`src/hdl/sss_pkg.sv`:
```
// Constants and types for the servo stop sequence selector.
// Assumes a single 100 MHz core clock and an APB register bus.
// Contract
// - Servo-off stop selection accepts settings 0 to 9.
// - Settings 0..7 pick brake or free run per phase; 4..7 mirror 0..3.
// - Settings 8, 9 decelerate by emergency stop; then brake (8) or free run (9).
// - Emergency stop torque limit 0..500 percent; zero means normal limit (the code passes zero on unchanged as torqueLimitPct).
// - While stopping or stopped, force position control and halt command generation.
// - Clear deviation in both phases by tracking command to feedback.
// - Deceleration ends below 30 r/min; then stopped regardless of speed.
// - Alarm during servo-off uses alarm selection; power loss uses power-loss selection.
// - Power-loss stop selection accepts settings 0 to 9.
// - Trip bit 0 clear: servo-off, resume on power return; set: trip error 13.1.
// - Trip bit 1 clear: detect only while servo on; set: detect always.
// - Raise power-off alarm only when power stays lost longer than detect time.
// - Detect time 70..2000 ms, 2 ms resolution; 2000 disables detection.
// - An alarm while main power is off uses the alarm stop selection.
package sss_pkg;
    localparam int CLK_HZ = 100_000_000;
    localparam int TICK_MS = 2;
    localparam int TICK_CYCLES = CLK_HZ / 1000 * TICK_MS;
    localparam logic [15:0] STOP_SPEED_RPM = 16'd30;
    localparam logic [3:0] SEL_MAX = 4'h9;
    localparam logic [2:0] ALARM_SEL_MAX = 3'h7;
    localparam logic [9:0] TORQUE_MAX = 10'h1f4;
    localparam logic [11:0] DETECT_MIN_MS = 12'h046;
    localparam logic [11:0] DETECT_OFF_MS = 12'h7d0;
    localparam logic [3:0] SEL_ESTOP_DB = 4'h8;
    localparam logic [3:0] SEL_ESTOP_FREE = 4'h9;
    localparam int SEL_DECEL_BIT = 0;
    localparam int SEL_STOP_BIT = 1;
    localparam int TRIP_BIT = 0;
    localparam int ALWAYS_BIT = 1;
    localparam logic [7:0] UV_ERR_MAIN = 8'h0d;
    localparam logic [3:0] UV_ERR_SUB = 4'h1;
    // Register byte offsets
    localparam logic [7:0] OFS_SERVO_SEL = 8'h00;
    localparam logic [7:0] OFS_POWER_SEL = 8'h04;
    localparam logic [7:0] OFS_TRIP_SEL = 8'h08;
    localparam logic [7:0] OFS_DETECT_TIME = 8'h0c;
    localparam logic [7:0] OFS_ALARM_SEL = 8'h10;
    localparam logic [7:0] OFS_ESTOP_TORQUE = 8'h14;
    localparam logic [7:0] OFS_STATUS = 8'h18;
    localparam logic [7:0] OFS_IRQ_STATUS = 8'h1c;
    localparam logic [7:0] OFS_IRQ_MASK = 8'h20;
    localparam logic [7:0] OFS_CONTROL = 8'h24;
    // Reset value, interrupt count and interrupt bit positions
    localparam logic [11:0] DETECT_RESET = 12'h046;
    localparam int IRQ_BITS = 4;
    localparam int IRQ_STOPPED = 0;
    localparam int IRQ_PWR_ALARM = 1;
    localparam int IRQ_UV_TRIP = 2;
    localparam int IRQ_PWR_BACK = 3;
    typedef enum logic [1:0] {BRK_DB, BRK_FREE, BRK_ESTOP} sss_brake_t;
    typedef enum logic [1:0] {ST_RUN, ST_DECEL, ST_STOPPED} sss_state_t;
endpackage

```
`src/hdl/sss_apb_regs.sv`:
```
// APB slave holding the stop sequence settings and interrupt registers.
// Assumes APB3 timing; answers with zero wait states.
`timescale 1ns/1ps
module sss_apb_regs
    import sss_pkg::*;
(
    input wire logic core_clk,
    input wire logic rstn,
    input wire logic psel,
    input wire logic penable,
    input wire logic pwrite,
    input wire logic [7:0] paddr,
    input wire logic [31:0] pwdata,
    output logic [31:0] prdata,
    output logic pready,
    output logic pslverr,
    input wire logic [IRQ_BITS-1:0] irqEvents,
    input wire logic [7:0] statusWord,
    output logic [3:0] servoOffSel,
    output logic [3:0] powerLossSel,
    output logic [1:0] tripSel,
    output logic [11:0] detectTime,
    output logic [2:0] alarmSel,
    output logic [9:0] estopTorque,
    output logic clearTrip,
    output logic irq
);
    logic [IRQ_BITS-1:0] irqStatus_q;
    logic [IRQ_BITS-1:0] irqMask_q;
    logic wrEn;
    logic mapped;

    assign pready = 1'b1;
    assign wrEn = psel && penable && pwrite;

    always_comb begin
        mapped = 1'b1;
        prdata = 32'h0;
        case (paddr)
            OFS_SERVO_SEL: prdata[3:0] = servoOffSel;
            OFS_POWER_SEL: prdata[3:0] = powerLossSel;
            OFS_TRIP_SEL: prdata[1:0] = tripSel;
            OFS_DETECT_TIME: prdata[11:0] = detectTime;
            OFS_ALARM_SEL: prdata[2:0] = alarmSel;
            OFS_ESTOP_TORQUE: prdata[9:0] = estopTorque;
            OFS_STATUS: prdata[7:0] = statusWord;
            OFS_IRQ_STATUS: prdata[IRQ_BITS-1:0] = irqStatus_q;
            OFS_IRQ_MASK: prdata[IRQ_BITS-1:0] = irqMask_q;
            OFS_CONTROL: prdata = 32'h0;
            default: mapped = 1'b0;
        endcase
    end

    // Out-of-range settings are refused so the selectors never see them
    assign pslverr = psel && penable && (!mapped || (pwrite && (
        (paddr == OFS_SERVO_SEL && pwdata[3:0] > SEL_MAX) ||
        (paddr == OFS_POWER_SEL && pwdata[3:0] > SEL_MAX) ||
        (paddr == OFS_ESTOP_TORQUE && pwdata[9:0] > TORQUE_MAX) ||
        (paddr == OFS_DETECT_TIME && (pwdata[11:0] < DETECT_MIN_MS ||
            pwdata[11:0] > DETECT_OFF_MS)))));

    always_ff @(posedge core_clk or negedge rstn) begin
        if (!rstn) begin
            servoOffSel <= 4'h0;
            powerLossSel <= 4'h0;
            tripSel <= 2'h0;
            detectTime <= DETECT_RESET;
            alarmSel <= 3'h0;
            estopTorque <= 10'h0;
            irqMask_q <= '0;
        end else if (wrEn && !pslverr) begin
            case (paddr)
                OFS_SERVO_SEL: servoOffSel <= pwdata[3:0];
                OFS_POWER_SEL: powerLossSel <= pwdata[3:0];
                OFS_TRIP_SEL: tripSel <= pwdata[1:0];
                OFS_DETECT_TIME: detectTime <= pwdata[11:0];
                OFS_ALARM_SEL: alarmSel <= pwdata[2:0];
                OFS_ESTOP_TORQUE: estopTorque <= pwdata[9:0];
                OFS_IRQ_MASK: irqMask_q <= pwdata[IRQ_BITS-1:0];
                default: ;
            endcase
        end
    end

    assign clearTrip = wrEn && paddr == OFS_CONTROL && pwdata[0];

    // Set wins over a write-one clear in the same cycle
    always_ff @(posedge core_clk or negedge rstn) begin
        if (!rstn) begin
            irqStatus_q <= '0;
        end else begin
            irqStatus_q <= (irqStatus_q & ~((wrEn && paddr == OFS_IRQ_STATUS) ?
                pwdata[IRQ_BITS-1:0] : '0)) | irqEvents;
        end
    end

    assign irq = |(irqStatus_q & irqMask_q);
endmodule

```
`src/hdl/sss_loss_timer.sv`:
```
// Main power loss detection timer counting in 2 ms ticks.
// Assumes mainPowerOk is synchronous to core_clk.
`timescale 1ns/1ps
module sss_loss_timer
    import sss_pkg::*;
#(
    parameter int TICK_LEN = TICK_CYCLES
) (
    input wire logic core_clk,
    input wire logic rstn,
    input wire logic mainPowerOk,
    input wire logic armed,
    input wire logic [11:0] detectTime,
    output logic lossDetected
);
    logic [$clog2(TICK_LEN+1)-1:0] tickCnt_q;
    logic [10:0] tickNum_q;
    logic [10:0] limitTicks;
    logic running;

    // Odd ms settings round up to the next tick
    assign limitTicks = 11'((detectTime + 12'h1) >> 1);
    assign running = !mainPowerOk && armed && detectTime != DETECT_OFF_MS;

    always_ff @(posedge core_clk or negedge rstn) begin
        if (!rstn) begin
            tickCnt_q <= '0;
            tickNum_q <= '0;
        end else if (!running) begin
            tickCnt_q <= '0;
            tickNum_q <= '0;
        end else if (tickCnt_q == ($bits(tickCnt_q))'(TICK_LEN - 1)) begin
            tickCnt_q <= '0;
            if (tickNum_q <= limitTicks)
                tickNum_q <= tickNum_q + 11'h1;
        end else begin
            tickCnt_q <= tickCnt_q + 1'b1;
        end
    end

    // Strictly longer than the setting
    assign lossDetected = running && tickNum_q > limitTicks;

    a_loss_needs_time: assert property (@(posedge core_clk) disable iff (!rstn)
        $rose(lossDetected) |-> $past(running, 2))
        else $error("loss flagged without a running timer");
    a_loss_disabled: assert property (@(posedge core_clk) disable iff (!rstn)
        detectTime == DETECT_OFF_MS |-> !lossDetected)
        else $error("loss flagged with detection disabled");
endmodule

```
`src/hdl/sss_stop_selector.sv`:
```
// Top of the stop sequence selector: picks braking per phase on stop events.
// Assumes speed, power and command inputs are synchronous to core_clk.
//
// Our own choices: the APB slave port and the register offsets.
`timescale 1ns/1ps
module sss_stop_selector
    import sss_pkg::*;
#(
    parameter int TICK_LEN = TICK_CYCLES
) (
    input wire logic core_clk,
    input wire logic rstn,
    input wire logic psel,
    input wire logic penable,
    input wire logic pwrite,
    input wire logic [7:0] paddr,
    input wire logic [31:0] pwdata,
    output logic [31:0] prdata,
    output logic pready,
    output logic pslverr,
    output logic irq,
    input wire logic servoOnCmd,
    input wire logic mainPowerOk,
    input wire logic alarmActive,
    input wire logic [15:0] motorSpeedRpm,
    input wire logic [31:0] feedbackPos,
    output logic servoEnergised,
    output logic dynamicBrakeOn,
    output logic torqueLimitEstop,
    output logic [9:0] torqueLimitPct,
    output logic forcePositionMode,
    output logic haltCmdGen,
    output logic deviationClear,
    output logic [31:0] commandPos,
    output logic uvTrip,
    output logic [7:0] errMain,
    output logic [3:0] errSub
);
    logic [3:0] servoOffSel;
    logic [3:0] powerLossSel;
    logic [1:0] tripSel;
    logic [11:0] detectTime;
    logic [2:0] alarmSel;
    logic [9:0] estopTorque;
    logic clearTrip;
    logic lossDetected;
    logic powerOff_q;
    logic servoOn_q;
    logic stopping;
    logic stopReq;
    logic belowStop;
    sss_state_t state_q;
    sss_brake_t decelMode;
    sss_brake_t stopMode;
    logic [7:0] statusWord;
    logic [IRQ_BITS-1:0] irqEvents;
    logic [3:0] activeSel;

    sss_apb_regs u_regs (
        .core_clk(core_clk),
        .rstn(rstn),
        .psel(psel),
        .penable(penable),
        .pwrite(pwrite),
        .paddr(paddr),
        .pwdata(pwdata),
        .prdata(prdata),
        .pready(pready),
        .pslverr(pslverr),
        .irqEvents(irqEvents),
        .statusWord(statusWord),
        .servoOffSel(servoOffSel),
        .powerLossSel(powerLossSel),
        .tripSel(tripSel),
        .detectTime(detectTime),
        .alarmSel(alarmSel),
        .estopTorque(estopTorque),
        .clearTrip(clearTrip),
        .irq(irq)
    );

    sss_loss_timer #(
        .TICK_LEN(TICK_LEN)
    ) u_timer (
        .core_clk(core_clk),
        .rstn(rstn),
        .mainPowerOk(mainPowerOk),
        .armed(tripSel[ALWAYS_BIT] || servoOn_q),
        .detectTime(detectTime),
        .lossDetected(lossDetected)
    );

    // Power-loss state is held once detected, until power returns
    always_ff @(posedge core_clk or negedge rstn) begin
        if (!rstn) begin
            powerOff_q <= 1'b0;
        end else if (mainPowerOk) begin
            powerOff_q <= 1'b0;
        end else if (lossDetected) begin
            powerOff_q <= 1'b1;
        end
    end

    // Trip is sticky until software clears it; a new trip wins over the clear
    always_ff @(posedge core_clk or negedge rstn) begin
        if (!rstn) begin
            uvTrip <= 1'b0;
        end else if (lossDetected && tripSel[TRIP_BIT]) begin
            uvTrip <= 1'b1;
        end else if (clearTrip) begin
            uvTrip <= 1'b0;
        end
    end

    always_ff @(posedge core_clk or negedge rstn) begin
        if (!rstn) begin
            errMain <= 8'h0;
            errSub <= 4'h0;
        end else begin
            errMain <= (lossDetected && tripSel[TRIP_BIT]) || uvTrip ? UV_ERR_MAIN : 8'h0;
            errSub <= (lossDetected && tripSel[TRIP_BIT]) || uvTrip ? UV_ERR_SUB : 4'h0;
        end
    end

    // Alarm or trip beats power loss, which beats a plain servo-off
    always_comb begin
        if (alarmActive || uvTrip) begin
            activeSel = {1'b0, alarmSel};
        end else if (powerOff_q) begin
            activeSel = powerLossSel;
        end else begin
            activeSel = servoOffSel;
        end
    end

    assign stopReq = !servoOnCmd || alarmActive || uvTrip || powerOff_q;
    assign belowStop = motorSpeedRpm < STOP_SPEED_RPM;

    // Alarm table values 4..7 map onto the plain 0..3 behaviour here
    always_comb begin
        if (activeSel == SEL_ESTOP_DB || activeSel == SEL_ESTOP_FREE) begin
            decelMode = BRK_ESTOP;
            stopMode = activeSel == SEL_ESTOP_DB ? BRK_DB : BRK_FREE;
        end else begin
            decelMode = activeSel[SEL_DECEL_BIT] ? BRK_FREE : BRK_DB;
            stopMode = activeSel[SEL_STOP_BIT] ? BRK_FREE : BRK_DB;
        end
    end

    always_ff @(posedge core_clk or negedge rstn) begin
        if (!rstn) begin
            state_q <= ST_STOPPED;
        end else begin
            case (state_q)
                ST_RUN: begin
                    if (stopReq)
                        state_q <= belowStop ? ST_STOPPED : ST_DECEL;
                end
                ST_DECEL: begin
                    if (belowStop)
                        state_q <= ST_STOPPED;
                end
                ST_STOPPED: begin
                    if (!stopReq)
                        state_q <= ST_RUN;
                end
                default: state_q <= ST_STOPPED;
            endcase
        end
    end

    assign stopping = state_q != ST_RUN;
    assign servoOn_q = state_q == ST_RUN;

    always_ff @(posedge core_clk or negedge rstn) begin
        if (!rstn) begin
            servoEnergised <= 1'b0;
            dynamicBrakeOn <= 1'b0;
            torqueLimitEstop <= 1'b0;
            torqueLimitPct <= 10'h0;
            forcePositionMode <= 1'b0;
            haltCmdGen <= 1'b0;
            deviationClear <= 1'b0;
        end else begin
            forcePositionMode <= stopping;
            haltCmdGen <= stopping;
            deviationClear <= stopping;
            torqueLimitEstop <= state_q == ST_DECEL && decelMode == BRK_ESTOP;
            torqueLimitPct <= estopTorque;
            servoEnergised <= !stopping || (state_q == ST_DECEL && decelMode == BRK_ESTOP);
            if (state_q == ST_DECEL)
                dynamicBrakeOn <= decelMode == BRK_DB;
            else if (state_q == ST_STOPPED)
                dynamicBrakeOn <= stopMode == BRK_DB;
            else
                dynamicBrakeOn <= 1'b0;
        end
    end

    // Command follows feedback so no deviation builds up while stopping
    always_ff @(posedge core_clk or negedge rstn) begin
        if (!rstn) begin
            commandPos <= 32'h0;
        end else if (stopping) begin
            commandPos <= feedbackPos;
        end
    end

    assign statusWord = {2'b00, uvTrip, powerOff_q, dynamicBrakeOn, servoEnergised,
        state_q == ST_STOPPED, state_q == ST_DECEL};
    always_comb begin
        irqEvents = '0;
        irqEvents[IRQ_STOPPED] = state_q == ST_DECEL && belowStop;
        irqEvents[IRQ_PWR_ALARM] = lossDetected && !powerOff_q;
        irqEvents[IRQ_UV_TRIP] = lossDetected && tripSel[TRIP_BIT] && !uvTrip;
        irqEvents[IRQ_PWR_BACK] = powerOff_q && mainPowerOk;
    end

    a_decel_to_stop: assert property (@(posedge core_clk) disable iff (!rstn)
        state_q == ST_DECEL && belowStop |=> state_q == ST_STOPPED)
        else $error("deceleration did not end below stop speed");
    a_stopped_holds: assert property (@(posedge core_clk) disable iff (!rstn)
        state_q == ST_STOPPED && stopReq |=> state_q == ST_STOPPED)
        else $error("left stop state while stop requested");
    a_force_position: assert property (@(posedge core_clk) disable iff (!rstn)
        stopping |=> forcePositionMode && haltCmdGen && deviationClear)
        else $error("position mode not forced while stopping");
    a_track_feedback: assert property (@(posedge core_clk) disable iff (!rstn)
        stopping |=> commandPos == $past(feedbackPos))
        else $error("command position not tracking feedback");
    a_estop_decel: assert property (@(posedge core_clk) disable iff (!rstn)
        state_q == ST_DECEL && activeSel == SEL_ESTOP_FREE
        |=> torqueLimitEstop && servoEnergised && !dynamicBrakeOn)
        else $error("emergency stop not applied");
    a_stop_brake: assert property (@(posedge core_clk) disable iff (!rstn)
        state_q == ST_STOPPED && activeSel < SEL_ESTOP_DB
        |=> dynamicBrakeOn == !$past(activeSel[SEL_STOP_BIT]))
        else $error("after-stop brake does not match selection");
    a_alarm_priority: assert property (@(posedge core_clk) disable iff (!rstn)
        alarmActive |-> activeSel == {1'b0, alarmSel})
        else $error("alarm selection not applied");
    a_trip_sets: assert property (@(posedge core_clk) disable iff (!rstn)
        lossDetected && tripSel[TRIP_BIT] |=> uvTrip && errMain == UV_ERR_MAIN)
        else $error("undervoltage trip not raised");
endmodule

```
`config.mk`:
```
export PLATFORM = sky130hd
export DESIGN_NAME = sss_stop_selector
export DESIGN_NICKNAME = d
export VERILOG_FILES = /design/src/hdl/sss_pkg.sv /design/src/hdl/sss_apb_regs.sv /design/src/hdl/sss_loss_timer.sv /design/src/hdl/sss_stop_selector.sv
export SDC_FILE = /design/constraint.sdc
export NUM_CORES = 1
export LEC_CHECK = 0
export BUFFER_PORTS_ARGS = -buffer_cell sky130_fd_sc_hd__buf_4
export CAP_MARGIN = 20
export CORE_ASPECT_RATIO = 0.7
export CORE_UTILIZATION = 53
export CTS_BUF_LIST = sky130_fd_sc_hd__clkbuf_8
export DETAILED_ROUTE_END_ITERATION = 6
export PLACE_DENSITY = 0.81
export SYNTH_ARGS = -nofsm -noshare
export SYNTH_HDL_FRONTEND = slang
export SYNTH_HIERARCHICAL = 1
export SYNTH_SLANG_ARGS = --single-unit
```
`constraint.sdc`:
```
create_clock -name core_clk -period 5.4 [get_ports core_clk]
set_input_delay 0.27 -clock core_clk [delete_from_list [all_inputs] [get_ports core_clk]]
set_output_delay 0.27 -clock core_clk [all_outputs]
set_load 0.05 [all_outputs]
```
==> flow_summary.json <==
{
  "powerDensity_mw_per_mm2": 249,
  "clockRootBuffer": "clkbuf_8",
  "rows": 34,
  "num-nets-final": 856,
  "cp_common_cell": "nand4_1",
  "avgSynthCellArea_um2": 11.1,
  "grt_usage": 0.272,
  "cp_data_arrival_time_ps": 4260,
  "dr_total_vias": 5269,
  "diodes": 0,
  "fin_skew_ps": 10.1,
  "drt-pass1-iter-count": 5,
  "hold_buffers": 3,
  "cts_setup_buffers": 0,
  "place.detailed.hpwl_um": 12400,
  "cp_top_family": "simple AND/OR/NAND/NOR gates",
  "drt-initial-drc-count": 489,
  "drtAntennaViolNets": 0,
  "io_buffers": 141,
  "setup_tns_ps": 0,
  "ys_seq_area_frac": 0.458,
  "cts.sinks": 123,
  "drive_gt1_frac": 0.339,
  "ys_ff_latch": 123,
  "peakVddDrop_v": 0.000151,
  "h-tree-depth": 4,
  "die-area_mm2": 0.0132,
  "grt_pass1_vias": 5196,
  "pre_cts_ws_ps": 1560,
  "syn_inst": 604,
  "final_common_cell": "buf_4",
  "hold_violations": 0,
  "finalSetupViolCount": 0,
  "synth-main-ff-cell": "dfrtp_1",
  "via_per_inst": 5.73,
  "relSlewSlack": 0.315,
  "core_mm2": 0.0124,
  "slowest_delay_ps": 720,
  "min_period_over_period": 0.726,
  "insertion_delay_ps": 450,
  "hold_path_class": "in2reg",
  "post-route-min-period_ps": 3920,
  "ios": 192,
  "final_cell_mix": "buf_4 (144), dfrtp_1 (119), nand2_1 (48)",
  "routabilityCongestion": 0.928,
  "routed_wl_um": 17000,
  "ctsResizeCount": 0,
  "crit_chain": "and4_1 > nand2_1 > nor3_1 > nand3_1 > xor2_1 > ha_1 > nand4_1 > nor2_1 > nand4_1 > and3_1 > and2b_2 > a21o_1",
  "p_total_w": 0.00203,
  "clockBufferDepth": 2,
  "areaGrowthSynthToFinish_pct": 21.0,
  "cp_max_fo": 11,
  "final.fill_count": 942,
  "critPathCaptureType": "register",
  "crit_required_ps": 5740,
  "drc": 0,
  "max_freq_mhz": 255,
  "syn-cell-area_mm2": 0.00673,
  "place_area_mm2": 0.00772,
  "drv_cap": 0,
  "synth_edf_count": 0,
  "final_area_mm2": 0.00814,
  "grt-ovfl-total": 0,
  "wl_per_cell_um": 18.5,
  "setup_slack_ps": 1480,
  "cts_tree": "built",
  "cp-start-kind": "register",
  "slew_viol_final": 0,
  "grt_pass1_wl_um": 26500,
  "status": "finished clean",
  "synth_warnings": 6,
  "worst-path-buf-inv": 0,
  "async_reset_ff_frac": 1.00,
  "cellLeakagePower_nw": 3.65,
  "rsz0062_at_grt": "false",
  "floorplan.initialDensity": 0.543,
  "numCtsBuffers": 17,
  "crit_slowest_cell": "nand4_1",
  "worstSetupPathType": "reg2reg",
  "die_w_um": 137,
  "antenna_found_initial": 0,
  "synthDistinctLibCells": 74,
  "grt_max_degree": 73,
  "worst_pin_slew_ps": 1030,
  "die_height_um": 96.2,
  "clk_pin_slew_worst_paths_ps": 80
}
-- worst paths after layout --
kind                                            start                    end  slack [ps]  cells past startpoint
worst max-delay path             u_regs/detectTime[2]  u_regs/irqStatus_q[1]        1480                     12
worst min-delay path                   feedbackPos[2]          commandPos[2]          30                      2
worst max register to register   u_regs/detectTime[2]  u_regs/irqStatus_q[1]        1480                     12
worst min register to register  u_regs/estopTorque[6]      torqueLimitPct[6]         410                      0
max in group asynchronous                        rstn         commandPos[31]        3650                      3
min in group asynchronous                        rstn  u_regs/irqStatus_q[1]         390                      2
-- Yosys cell counts, types with 4 or more instances --
cell type | instances | area (um2)
dfrtp_1 | 119 | 2980
nand2_1 | 48 | 180
nor2_1 | 45 | 169
buf_4 | 36 | 270
mux2_2 | 33 | 372
mux2_1 | 32 | 360
nand3_1 | 29 | 145
inv_1 | 17 | 63.8
ha_1 | 15 | 188
mux2i_1 | 13 | 130
xnor2_1 | 13 | 114
xor2_1 | 13 | 114
a22oi_1 | 11 | 82.6
and3_1 | 10 | 62.6
mux2_4 | 10 | 150
nand4_1 | 10 | 62.6
nor3_1 | 10 | 50.1
o21ai_0 | 9 | 45.0
clkbuf_1 | 8 | 30.0
a21oi_1 | 7 | 35.0
buf_2 | 7 | 35.0
nand2b_1 | 6 | 37.5
a211oi_2 | 5 | 62.6
a21o_1 | 5 | 37.5
a31oi_1 | 5 | 31.3
buf_6 | 5 | 56.3
nor4_1 | 5 | 31.3
and2_1 | 4 | 25.0
dfstp_2 | 4 | 105
-- cells by family (layout without fill, tap and decap cells) --
kind of cell    Yosys count  count (layout)  synth area share
simple gates            199             199             0.159
compound gates           75              75            0.0997
flops                   123             123             0.458
buf+inv                  75             201            0.0688
fa+ha+maj                15              15            0.0279
mux                      88              88             0.151
other cells               3              31           0.00167
xor+xnor                 26              26            0.0339
-- through the flow --
step / hold WS [ps] / cells / utilization
global placement: 335 / 882 / 0.624
global route: 1.64 / 920 / 0.657
finish: 28.7 / 920 / 0.657
detailed placement: 338 / 882 / 0.624
CTS: 6.27 / 917 / 0.655
floorplan: -25.6 / 632 / -
-- flip-flops by register name, summed over array words and instances (netlist names), 4 cells and up --
signal               flops
torqueLimitPct          10
u_regs/irqMask_q         4
u_regs/detectTime       12
u_regs/powerLossSel      4
u_timer/tickNum_q       11
u_regs/estopTorque      10
u_regs/irqStatus_q       4
u_regs/servoOffSel       4
commandPos              32
u_timer/tickCnt_q       18
-- where the power goes --
| group | total, W | internal [W] | switching (W) |
|---|---|---|---|
| Sequential | 0.000972 | 0.000950 | 0.0000218 |
| Combinational | 0.000326 | 0.000101 | 0.000226 |
| Clock | 0.000727 | 0.000323 | 0.000404 |
-- cell type report --
type,instances,area [um2],area share
inverter,19,71.3,0.00876
tap,162,203,0.0249
sequential,123,3080,0.379
clock buffer,17,234,0.0288
clock inverter,15,119,0.0146
multi-input combinational,434,3290,0.404
timing repair buffer,150,1140,0.140
-- layer usage --
metal	vias up	GRT usage	part of all wire
met5	-	0	0
met4	0	0.116	0.021
met3	36	0.105	0.11
met2	281	0.404	0.46
met1	2571	0.354	0.41
li1	2381	-	-
-- worst register-to-register path: stages, from the launching register on --
cell and delay [ps]:
dfstp_2 610, and4_1 250, nand2_1 90, nor3_1 360
nand3_1 150, xor2_1 160, ha_1 290, nand4_1 150
nor2_1 140, nand4_1 720, and3_1 560, and2b_2 200
a21o_1 140
(Power assumes the default switching activity.)
